$ cat config.mk
export PLATFORM = sky130hd
export DESIGN_NAME = dtp_timer
export DESIGN_NICKNAME = d
export VERILOG_FILES = /design/src/logic/dtp_prescaler.v /design/src/logic/dtp_timer.v
export VERILOG_INCLUDE_DIRS = /design/src /design/src/logic
export SDC_FILE = /design/constraint.sdc
export NUM_CORES = 1
export LEC_CHECK = 0
export ABC_AREA = 1
export BUFFER_PORTS_ARGS = -buffer_cell sky130_fd_sc_hd__buf_2
export CAP_MARGIN = 20
export CELL_PAD_IN_SITES_DETAIL_PLACEMENT = 1
export CELL_PAD_IN_SITES_GLOBAL_PLACEMENT = 1
export CORE_UTILIZATION = 46
export CTS_CLUSTER_DIAMETER = 100
export DETAILED_ROUTE_END_ITERATION = 8
export GPL_ROUTABILITY_DRIVEN = 0
export PLACE_DENSITY_LB_ADDON = 0.1
export REMOVE_ABC_BUFFERS = 1
export SYNTH_ARGS = -nofsm -noshare
export SYNTH_HDL_FRONTEND = slang
export SYNTH_SLANG_ARGS = --single-unit
$ cat constraint.sdc
create_clock -name clock -period 2.5 [get_ports clock]
set_input_delay 0.5 -clock clock [delete_from_list [all_inputs] [get_ports clock]]
set_output_delay 0.5 -clock clock [all_outputs]
set_load 0.05 [all_outputs]
$ cat src/logic/dtp_defs.vh
`ifndef DTP_DEFS_VH
`define DTP_DEFS_VH

// Mode configuration byte layout
`define DTP_INIT_BIT 0
`define DTP_DBUF_BIT 1
`define DTP_OPMODE_LO 2
`define DTP_OPMODE_HI 3
`define DTP_EVENT_BIT 4
`define DTP_CLKSEL_LO 5
`define DTP_CLKSEL_HI 7

// Operating mode codes
`define DTP_OP_PPG 2'h2

// Reset values
`define DTP_MODE_RESET 16'h0000
`define DTP_CMP_RESET 16'hFFFF
`define DTP_COUNT_CLEAR 16'h0000
`define DTP_BYTE_CLEAR 8'h00
`define DTP_DIV_CLEAR 11'h000

// Source clock divider masks, tick when masked count is all ones
`define DTP_DIV_SEL0 11'h7FF
`define DTP_DIV_SEL1 11'h3FF
`define DTP_DIV_SEL2 11'h0FF
`define DTP_DIV_SEL3 11'h03F
`define DTP_DIV_SEL4 11'h00F
`define DTP_DIV_SEL5 11'h003
`define DTP_DIV_SEL6 11'h001
`define DTP_DIV_SEL7 11'h000

`endif

$ cat src/logic/dtp_prescaler.v
`timescale 1ns/10ps
`include "dtp_defs.vh"

module dtp_prescaler (
    input wire clock,
    input wire resetn,
    input wire clear,
    input wire [2:0] clkSel,
    output reg tick
);

reg [10:0] divCount;

function [10:0] divMask;
    input [2:0] sel;
    begin
        case (sel)
            3'h0: divMask = `DTP_DIV_SEL0;
            3'h1: divMask = `DTP_DIV_SEL1;
            3'h2: divMask = `DTP_DIV_SEL2;
            3'h3: divMask = `DTP_DIV_SEL3;
            3'h4: divMask = `DTP_DIV_SEL4;
            3'h5: divMask = `DTP_DIV_SEL5;
            3'h6: divMask = `DTP_DIV_SEL6;
            default: divMask = `DTP_DIV_SEL7;
        endcase
    end
endfunction

// Held clear while stopped so the first tick after a start is a full period
always @(posedge clock) begin
    if (!resetn || clear) begin
        divCount <= `DTP_DIV_CLEAR;
        tick <= 1'b0;
    end else begin
        divCount <= divCount + 11'h001;
        tick <= ((divCount & divMask(clkSel)) == divMask(clkSel));
    end
end

endmodule // dtp_prescaler

$ cat src/logic/dtp_timer.v
`timescale 1ns/10ps
`include "dtp_defs.vh"

module dtp_timer (
    input wire clock,
    input wire resetn,
    input wire runFirst,
    input wire runSecond,
    input wire cascadeSel,
    input wire outputAndSel,
    input wire modeWrFirst,
    input wire modeWrSecond,
    input wire cycleLoWr,
    input wire cycleHiWr,
    input wire dutyFirstWr,
    input wire dutySecondWr,
    input wire [7:0] wrData,
    output wire [7:0] modeReadFirst,
    output wire [7:0] modeReadSecond,
    output wire [7:0] cycleLoRead,
    output wire [7:0] cycleHiRead,
    output wire [7:0] dutyFirstRead,
    output wire [7:0] dutySecondRead,
    output wire pulseOutFirst,
    output wire pulseOutSecond,
    output reg combinedOut,
    output wire irqFirst,
    output wire irqSecond
);

reg [15:0] modeCfg;
reg [15:0] cycleBuf;
reg [15:0] cycleAct;
reg [15:0] dutyBuf;
reg [15:0] dutyAct;
reg [15:0] wideBuf;
reg [15:0] count;
reg [1:0] pulseOut;
reg [1:0] irq;

reg [15:0] next_modeCfg;
reg [15:0] next_cycleBuf;
reg [15:0] next_cycleAct;
reg [15:0] next_dutyBuf;
reg [15:0] next_dutyAct;
reg [15:0] next_wideBuf;
reg [15:0] next_count;
reg [1:0] next_pulseOut;
reg [1:0] next_irq;

wire [1:0] run = {runSecond, runFirst};
wire [1:0] modeWr = {modeWrSecond, modeWrFirst};
wire [1:0] cycleWr = {cycleHiWr, cycleLoWr};
wire [1:0] dutyWr = {dutySecondWr, dutyFirstWr};
wire [1:0] tick;
wire [7:0] cfgSecond = modeCfg[15:8];

function isPpg;
    input [7:0] cfg;
    input casc;
    begin
        isPpg = (cfg[`DTP_OPMODE_HI:`DTP_OPMODE_LO] == `DTP_OP_PPG)
            && !cfg[`DTP_EVENT_BIT] && !casc;
    end
endfunction

// 16-bit timer mode wants second channel mode 00 or 01 and event select 0
wire wideMode = cascadeSel && !cfgSecond[`DTP_OPMODE_HI] && !cfgSecond[`DTP_EVENT_BIT];
wire wideHold = cfgSecond[`DTP_DBUF_BIT] && runSecond;

dtp_prescaler firstDivider (
    .clock(clock),
    .resetn(resetn),
    .clear(!runFirst),
    .clkSel(modeCfg[`DTP_CLKSEL_HI:`DTP_CLKSEL_LO]),
    .tick(tick[0])
);

dtp_prescaler secondDivider (
    .clock(clock),
    .resetn(resetn),
    .clear(!runSecond),
    .clkSel(cfgSecond[`DTP_CLKSEL_HI:`DTP_CLKSEL_LO]),
    .tick(tick[1])
);

integer ch;

always @* begin
    next_modeCfg = modeCfg;
    next_cycleBuf = cycleBuf;
    next_cycleAct = cycleAct;
    next_dutyBuf = dutyBuf;
    next_dutyAct = dutyAct;
    next_wideBuf = wideBuf;
    next_count = count;
    next_pulseOut = pulseOut;
    next_irq = 2'h0;

    // Counting first, so a write in the same cycle still lands on top
    for (ch = 0; ch < 2; ch = ch + 1) begin
        if (isPpg(modeCfg[ch*8 +: 8], cascadeSel)) begin
            if (!run[ch]) begin
                next_count[ch*8 +: 8] = `DTP_BYTE_CLEAR;
                next_pulseOut[ch] = modeCfg[ch*8 + `DTP_INIT_BIT];
            end else if (tick[ch] && count[ch*8 +: 8] == cycleAct[ch*8 +: 8]) begin
                next_pulseOut[ch] = modeCfg[ch*8 + `DTP_INIT_BIT];
                next_irq[ch] = 1'b1;
                next_count[ch*8 +: 8] = `DTP_BYTE_CLEAR;
                if (modeCfg[ch*8 + `DTP_DBUF_BIT]) begin
                    next_cycleAct[ch*8 +: 8] = cycleBuf[ch*8 +: 8];
                    next_dutyAct[ch*8 +: 8] = dutyBuf[ch*8 +: 8];
                end
            end else begin
                // Level compare, so a value written equal to the count acts at once
                if (count[ch*8 +: 8] == dutyAct[ch*8 +: 8]) begin
                    next_pulseOut[ch] = !modeCfg[ch*8 + `DTP_INIT_BIT];
                end
                if (tick[ch]) begin
                    next_count[ch*8 +: 8] = count[ch*8 +: 8] + 8'h01;
                end
            end
        end else if (!wideMode) begin
            next_count[ch*8 +: 8] = `DTP_BYTE_CLEAR;
            next_pulseOut[ch] = modeCfg[ch*8 + `DTP_INIT_BIT];
        end else begin
            next_pulseOut[ch] = modeCfg[ch*8 + `DTP_INIT_BIT];
        end
    end

    if (wideMode) begin
        if (!runSecond) begin
            next_count = `DTP_COUNT_CLEAR;
        end else if (tick[1]) begin
            // Exact equality only: a lower compare is passed and met after wrap
            if (count == cycleAct) begin
                next_count = `DTP_COUNT_CLEAR;
                next_irq[1] = 1'b1;
                if (cfgSecond[`DTP_DBUF_BIT]) begin
                    next_cycleAct = wideBuf;
                end
            end else begin
                next_count = count + 16'h0001;
            end
        end
    end

    for (ch = 0; ch < 2; ch = ch + 1) begin
        // Refused while running; in 16-bit mode either run bit locks both
        if (modeWr[ch] && !run[ch] && !(wideMode && run != 2'h0)) begin
            next_modeCfg[ch*8 +: 8] = wrData;
        end
        if (dutyWr[ch]) begin
            next_dutyBuf[ch*8 +: 8] = wrData;
            if (!(modeCfg[ch*8 + `DTP_DBUF_BIT] && run[ch])) begin
                next_dutyAct[ch*8 +: 8] = wrData;
            end
        end
        if (cycleWr[ch] && !wideMode) begin
            next_cycleBuf[ch*8 +: 8] = wrData;
            if (!(modeCfg[ch*8 + `DTP_DBUF_BIT] && run[ch])) begin
                next_cycleAct[ch*8 +: 8] = wrData;
            end
        end
    end

    // Byte pairs: the low byte waits; the high byte write moves the pair
    if (wideMode && cycleLoWr) begin
        next_cycleBuf[7:0] = wrData;
    end
    if (wideMode && cycleHiWr) begin
        next_cycleBuf[15:8] = wrData;
        next_wideBuf = {wrData, cycleBuf[7:0]};
        if (!wideHold) begin
            next_cycleAct = {wrData, cycleBuf[7:0]};
        end
    end
end

always @(posedge clock) begin
    if (!resetn) begin
        modeCfg <= `DTP_MODE_RESET;
        cycleBuf <= `DTP_CMP_RESET;
        cycleAct <= `DTP_CMP_RESET;
        dutyBuf <= `DTP_CMP_RESET;
        dutyAct <= `DTP_CMP_RESET;
        wideBuf <= `DTP_CMP_RESET;
        count <= `DTP_COUNT_CLEAR;
        pulseOut <= 2'h0;
        irq <= 2'h0;
        combinedOut <= 1'b0;
    end else begin
        modeCfg <= next_modeCfg;
        cycleBuf <= next_cycleBuf;
        cycleAct <= next_cycleAct;
        dutyBuf <= next_dutyBuf;
        dutyAct <= next_dutyAct;
        wideBuf <= next_wideBuf;
        count <= next_count;
        pulseOut <= next_pulseOut;
        irq <= next_irq;
        // Without the AND select the pin follows the second channel
        combinedOut <= outputAndSel ? (next_pulseOut[0] & next_pulseOut[1])
            : next_pulseOut[1];
    end
end

assign modeReadFirst = modeCfg[7:0];
assign modeReadSecond = modeCfg[15:8];
assign cycleLoRead = cycleBuf[7:0];
assign cycleHiRead = cycleBuf[15:8];
assign dutyFirstRead = dutyBuf[7:0];
assign dutySecondRead = dutyBuf[15:8];
assign pulseOutFirst = pulseOut[0];
assign pulseOutSecond = pulseOut[1];
assign irqFirst = irq[0];
assign irqSecond = irq[1];

endmodule // dtp_timer

==> results of run 1 <==
## logic make-up (layout without fill, tap and decap cells)
group	after synthesis	in the layout
AND/OR/NAND/NOR	505	505
AO/OA/AOI/OAI	245	245
buffers and inverters	183	271
flip-flops	141	141
XOR/XNOR	22	22
adder cells (fa/ha/maj)	4	4
## metal layers
metal / global-route usage, % / part of all wire [%]
met1: 43.0 / 47
met2: 52.1 / 46
met4: 12.3 / 2.5
met3: 6.72 / 5.1
met5: 0 / 0
## final cells by class
| cell class | count | area share (%) |
|---|---|---|
| Clock buffer | 20 | 5.08 |
| Multi-Input combinational cell | 776 | 43.9 |
| Timing Repair Buffer | 99 | 6.55 |
| Clock inverter | 12 | 2.42 |
| Tap cell | 211 | 3.07 |
| Sequential cell | 141 | 32.8 |
| Inverter | 140 | 6.11 |
## state kept, by name (all words and copies together) (netlist names), 16 cells and up
| register | flops |
|---|---|
| cycleAct | 16 |
| cycleBuf | 16 |
| dutyAct | 16 |
| modeCfg | 16 |
| count | 16 |
| wideBuf | 16 |
| dutyBuf | 16 |
## timing repair
| action | in CTS | in global routing |
|---|---|---|
| endpoints found under the hold margin | 0 | 0 |
| setup endpoints to repair | 0 | 2 |
| gates resized for setup | 0 | 1 |
## cells in the mapped netlist, types with 2 or more instances
| cell | number |
|---|---|
| xor2_1 | 15 |
| nand2_2 | 2 |
| nor3_2 | 2 |
| o21ai_1 | 4 |
| o22ai_1 | 9 |
| xnor2_1 | 7 |
| o21ai_0 | 131 |
| inv_2 | 11 |
| buf_2 | 8 |
| o211ai_1 | 20 |
| inv_1 | 125 |
| dfxtp_1 | 141 |
| nand2_1 | 278 |
| a21o_1 | 7 |
| nor2_4 | 2 |
| nor2_2 | 4 |
| nor2_1 | 110 |
| clkbuf_1 | 30 |
| a21oi_1 | 55 |
| nand4_2 | 3 |
| a31oi_1 | 2 |
| clkinv_1 | 4 |
| nor3_1 | 10 |
| nand3_1 | 60 |
| ha_1 | 4 |
| nand4_1 | 25 |
| buf_6 | 3 |
| o21bai_1 | 6 |
| a22oi_1 | 3 |
## stage by stage
step	setup TNS (ns)	hold WS (ns)	worst slack, ns
5_1_grt	0	0.361	0.0156
3_5_place_dp	0	0.439	0.240
3_3_place_gp	0	0.436	0.259
6_report	0	0.360	0.245
4_1_cts	0	0.350	0.254
2_1_floorplan	-0.449	0.427	-0.118
## worst max path at each step
stage                                        from                endpoint  slack (ns)  depth (start not counted)
detailed placement                     cascadeSel  cycleAct[0]$_SDFF_PN1_        0.24                         11
global placement                       cascadeSel  cycleAct[3]$_SDFF_PN1_        0.26                         11
floorplan           secondDivider.tick$_SDFF_PP0_     count[9]$_SDFF_PN0_       -0.12                          6
CTS                          count[11]$_SDFF_PN0_     count[1]$_SDFF_PN0_        0.25                         11
global route                  count[3]$_SDFF_PN0_  cycleAct[0]$_SDFF_PN1_        0.02                         13
finish                        count[3]$_SDFF_PN0_  cycleAct[0]$_SDFF_PN1_        0.25                         13
## report_power, final
part           switching [mW]  internal (mW)  total (mW)
Combinational           0.635          0.234       0.869
Sequential              0.109           2.38        2.49
Clock                    1.07           1.78        2.86
Total                    1.82           4.40        6.21
==> reports/qor.txt, run 1 <==
status: complete, no violations
leading area contributor after synthesis: dfxtp_1
Reg2Reg Capture Point: cycleAct[0]$_SDFF_PN1_
post-synthesis cell count: 1,100
Worst Hold Launch: cycleLoWr
post-synthesis compound-gate area fraction: 18.6%
Cells after DPL: 1,367
Slew @ Worst Pin: 0.608 ns
Core Util, Final: 55.9%
Power Dens Cells: 722 nW/um^2
Antenna Nets Post-Route: 0
critical-path cell list: inv_2 > nand2_1 > nand2_1 > inv_1 > nand2_1 > nor2_1 > nand3_1 > nor2_1 > nand3_1 > nand3_1 > nand3_1 > nand2_1 > nand2_1
Final min period: 2.25 ns
Post-Route WL: 25,300 um
cell family with most CP delay: simple AND/OR/NAND/NOR gates
Hold EP: cycleBuf[7]$_SDFFE_PN1P_
setup slack, reg-to-reg: 0.25 ns
CP Buf/Inv Count: 2
total grt overflow: 0
xor and xnor area share after synthesis: 2.63%
Layout Cells excl Fill: 1,399
Worst-Skew Late Latency: 0.44 ns
final hold vios: 0
post-synthesis mux area share: 0%
layout net count: 1,199
fillcell total: 2,073
endpoints failing setup: 0
drt via density: 5.59
Worst Path Arrival: 2.58 ns
Initial DRC Count: 731
Async SR Flop Fraction: 0%
cell mode on critical path: nand2_1
largest family of logic cells by synthesized area: simple AND/OR/NAND/NOR gates
Yosys reg bits: 141
TritonCTS buffer count: 17
largest net degree at the start of global routing: 37
CTS clk-pin slew, worst paths: 0.06 ns
vias post-DR: 7,819
fin area: 8600 um^2
# rows: 45
most common cell after layout, fill and taps aside: nand2_1
RSZ-0062 raised after global routing: false
Starting Density: 47.6%
first drt pass iteration count: 5
overall power: 6.21 mW
Core ar.: 15,400 um^2
Yosys warnings: 0
initial antenna violation count: 0
Rel. slew slack: 59.4%
Adder-Cell Fraction of Synth Area: 0.684%
total global-route track usage: 32.5%
commonest cells after routing, fill and taps aside: 278 x nand2_1, 141 x dfxtp_1, 131 x o21ai_0
Worst Path Required: 2.82 ns
crit path max-delay cell type: dfxtp_1
WS Path Type: reg -> reg
share of the synthesized area in the top cell type: 38.6%
clock sinks: 141
Peak VDD IR: 459 uV
# diodes: 0
final worst path period share: 90.2%
clk buf depth: 2
storage element area: 2820 um^2
# port buffers: 72
Synth-to-Final Area Change: 17.5%
simple-gate share of the synthesized area: 29.7%
Worst Path Max Fanout: 7
layout cell share with drive strength beyond 1: 13.3%
Root Driver: clkbuf_16
CP max stage delay: 0.49 ns
maximum clock frequency: 0.444 GHz
dpl cell area: 7950 um^2
register area share after synthesis: 38.6%
max cap viols: 0
DR WL/cell: 18.1 um
Mapped Area: 7320 um^2
# hold bufs at CTS: 0
TritonCTS clock tree: yes
H-Tree Depth: 4
max-slew violations: 0
R2R cell count: 13
hpwl dp: 17,600 um
EDFF count, synth: 0
worst min path class: in -> reg
CP Capture Type: flop
first-pass GRT wire length: 40,900 um
# IOs: 73
post-CTS setup buffers: 0
Most used DFF post-synth: dfxtp_1
Reg-to-Reg Start: count[3]$_SDFF_PN0_
DRC: 0
Avg Cell Area, Syn: 6.66 um^2
Die X-Extent: 128 um
Netlist cell types: 48
vias in the first global route: 7,744
Hold Path Cell Cnt: 2
Setup Skew: 0.0126 ns
Static Leak: 4.07 nW
area of the multi-input gates: 3780 um^2
die area: 16,400 um^2
CP Launch Type: flop
Synth area leaders: dfxtp_1 39%, nand2_1 14%, o21ai_0 9.0%
die height: 128 um
(Power assumes the default switching activity.)
==> run 2: changes to the inputs <==
==> constraint.sdc (replaced) <==
create_clock -name clock -period 2.5 [get_ports clock]
set_input_delay 0.25 -clock clock [delete_from_list [all_inputs] [get_ports clock]]
set_output_delay 0.25 -clock clock [all_outputs]
set_load 0.05 [all_outputs]
==> reports/qor.txt, run 2 (same netlist as run 1, synthesis figures left out) <==
status: complete, no violations (unchanged)
maximum clock frequency: 0.453 GHz (was 0.444 GHz)
hpwl dp: 17,600 um (about the same)
final hold vios: 0 (unchanged)
max-slew violations: 0 (unchanged)
Final min period: 2.21 ns (was 2.25 ns)
most common cell after layout, fill and taps aside: nand2_1 (unchanged)
fillcell total: 2,113 (was 2,073)
uppermost layer routed: met4 (unchanged)
layout net count: 1,197 (was 1,199)
RSZ-0062 raised after global routing: false (unchanged)
Rel. slew slack: 59.2% (was 59.4%)
DRC: 0 (unchanged)
largest net degree at the start of global routing: 37 (unchanged)
worst min path class: in -> reg (unchanged)
first-pass GRT wire length: 41,000 um (was 40,900 um)
DR WL met2: 11,500 um (was 11,600 um)
Worst Path Arrival: 2.53 ns (was 2.58 ns)
clk buf depth: 2 (unchanged)
clock sinks: 141 (unchanged)
Core ar.: 15,400 um^2 (unchanged)
clock network power share: 42.7% (was 46.0%)
combinational fraction of design power: 14.8% (was 14.0%)
Root Driver: clkbuf_16 (unchanged)
# diodes: 0 (unchanged)
Sw Share: 29.5% (was 29.2%)
WS Path Type: reg -> reg (unchanged)
Peak VDD IR: 452 uV (was 459 uV)
Initial DRC Count: 659 (was 731)
endpoints failing setup: 0 (unchanged)
Reg-to-Reg Start: count[14]$_SDFF_PN0_ (was count[3]$_SDFF_PN0_)
vias in the first global route: 7,840 (was 7,744)
H-Tree Depth: 4 (unchanged)
CP Capture Type: flop (unchanged)
Worst Path Max Fanout: 11 (was 7)
final worst path period share: 88.3% (was 90.2%)
Die X-Extent: 128 um (unchanged)
CTS clk-pin slew, worst paths: 0.06 ns (about the same)
Power Dens Cells: 688 nW/um^2 (was 722 nW/um^2)
total grt overflow: 0 (unchanged)
area of the multi-input gates: 3780 um^2 (unchanged)
Worst Path Required: 2.82 ns (about the same)
TritonCTS clock tree: yes (unchanged)
Setup Skew: 0.00764 ns (was 0.0126 ns)
Cells after DPL: 1,365 (was 1,367)
# rows: 45 (unchanged)
Layout Cells excl Fill: 1,396 (was 1,399)
setup TNS: 0 ns (unchanged)
Psw: 1.72 mW (was 1.82 mW)
die area: 16,400 um^2 (unchanged)
total global-route track usage: 32.4% (was 32.5%)
first drt pass iteration count: 4 (was 5)
# hold bufs at CTS: 0 (unchanged)
Starting Density: 47.6% (unchanged)
commonest cells after routing, fill and taps aside: 278 x nand2_1, 141 x dfxtp_1, 131 x o21ai_0 (unchanged)
Worst-Skew Late Latency: 0.43 ns (was 0.44 ns)
overall power: 5.85 mW (was 6.21 mW)
Static Leak: 4.02 nW (was 4.07 nW)
# port buffers: 72 (unchanged)
CP Launch Type: flop (unchanged)
dpl ws: 0.251 ns (was 0.240 ns)
Internal: 4.13 mW (was 4.40 mW)
die height: 128 um (unchanged)
layout cell share with drive strength beyond 1: 12.8% (was 13.3%)
Slew @ Worst Pin: 0.612 ns (was 0.608 ns)
DR WL/cell: 18.1 um (about the same)
Post-Route WL: 25,200 um (was 25,300 um)
# IOs: 73 (unchanged)
M1 wire length: 11,900 um (was 11,800 um)
Worst Setup SP: count[14]$_SDFF_PN0_ (was count[3]$_SDFF_PN0_)
worst setup margin: 0.293 ns (was 0.245 ns)
TritonCTS buffer count: 17 (unchanged)
initial antenna violation count: 0 (unchanged)
sequential share of power: 42.5% (was 40.0%)
routed wl met3: 1270 um (was 1280 um)
max cap viols: 0 (unchanged)
Post-CTS Resized: 0 (unchanged)
drt via density: 5.52 (was 5.59)
Synth-to-Final Area Change: 16.1% (was 17.5%)
Worst Hold Launch: outputAndSel (was cycleLoWr)
storage element area: 2820 um^2 (unchanged)
vias post-DR: 7,712 (was 7,819)
post-CTS setup buffers: 0 (unchanged)
Antenna Nets Post-Route: 0 (unchanged)
## run 2: changes by cell type in the layout (fill, tap and decap cells not counted)
cell        previous run  this run
bufinv_16              5         2
clkbuf_1               3         6
inv_6                  3         0
buf_4                 27        25
clkbuf_8               0         2
clkinv_4               3         1
clkinv_2               1         2
clkinvlp_4             0         1
## run 2: worst max-delay path: stages, from the launching register on
cell and delay, ns:
dfxtp_1 0.48, inv_2 0.11, nand2_1 0.08, nand2_1 0.08, nor2_1 0.12, nand2_1 0.11, nor2_4 0.24, nand2_1 0.19
nor2_4 0.26, a21oi_2 0.23, o21ai_0 0.14, a21oi_1 0.05
## run 2: path summary, 6_finish.rpt
kind	to	slack, ns	depth (start not counted)
setup / recovery	count[1]$_SDFF_PN0_	0.29	11
hold / removal	combinedOut$_SDFF_PN0_	0.1	3
setup reg to reg	count[1]$_SDFF_PN0_	0.29	11
hold reg to reg	wideBuf[7]$_SDFFE_PN1P_	0.46	1
## run 2: layout make-up
type                       instances  area share [%]
clock inverter                     6            1.02
tap                              211            3.11
inverter                         140            6.18
clock buffer                      25            5.59
sequential                       141            33.2
timing repair buffer              97            6.45
multi-input combinational        776            44.5
## run 2: metrics by stage
step / utilization (%) / hold slack (ns) / cell area (um^2)
4_1_cts: 55.3 / 0.0959 / 8500
6_report: 55.3 / 0.0986 / 8500
5_1_grt: 55.3 / 0.118 / 8500
3_3_place_gp: 51.6 / 0.440 / 7930
3_5_place_dp: 51.6 / 0.444 / 7930
2_1_floorplan: - / 0.334 / 7120
## run 2: metal layers
metal | GRT usage (%) | vias to the layer above
met1 | 43.3 | 3722
met5 | 0 | -
met3 | 5.34 | 46
li1 | - | 3738
met2 | 52.6 | 206
met4 | 11.3 | 0
## run 2: power by group through the flow
stage	Combinational, mW	Sequential, mW	Clock (mW)
finish	0.864	2.49	2.50
global route	0.948	2.50	2.60
CTS	0.857	2.48	2.52
detailed placement	0.843	2.53	0
global placement	0.822	2.53	0
floorplan	0.379	2.69	0
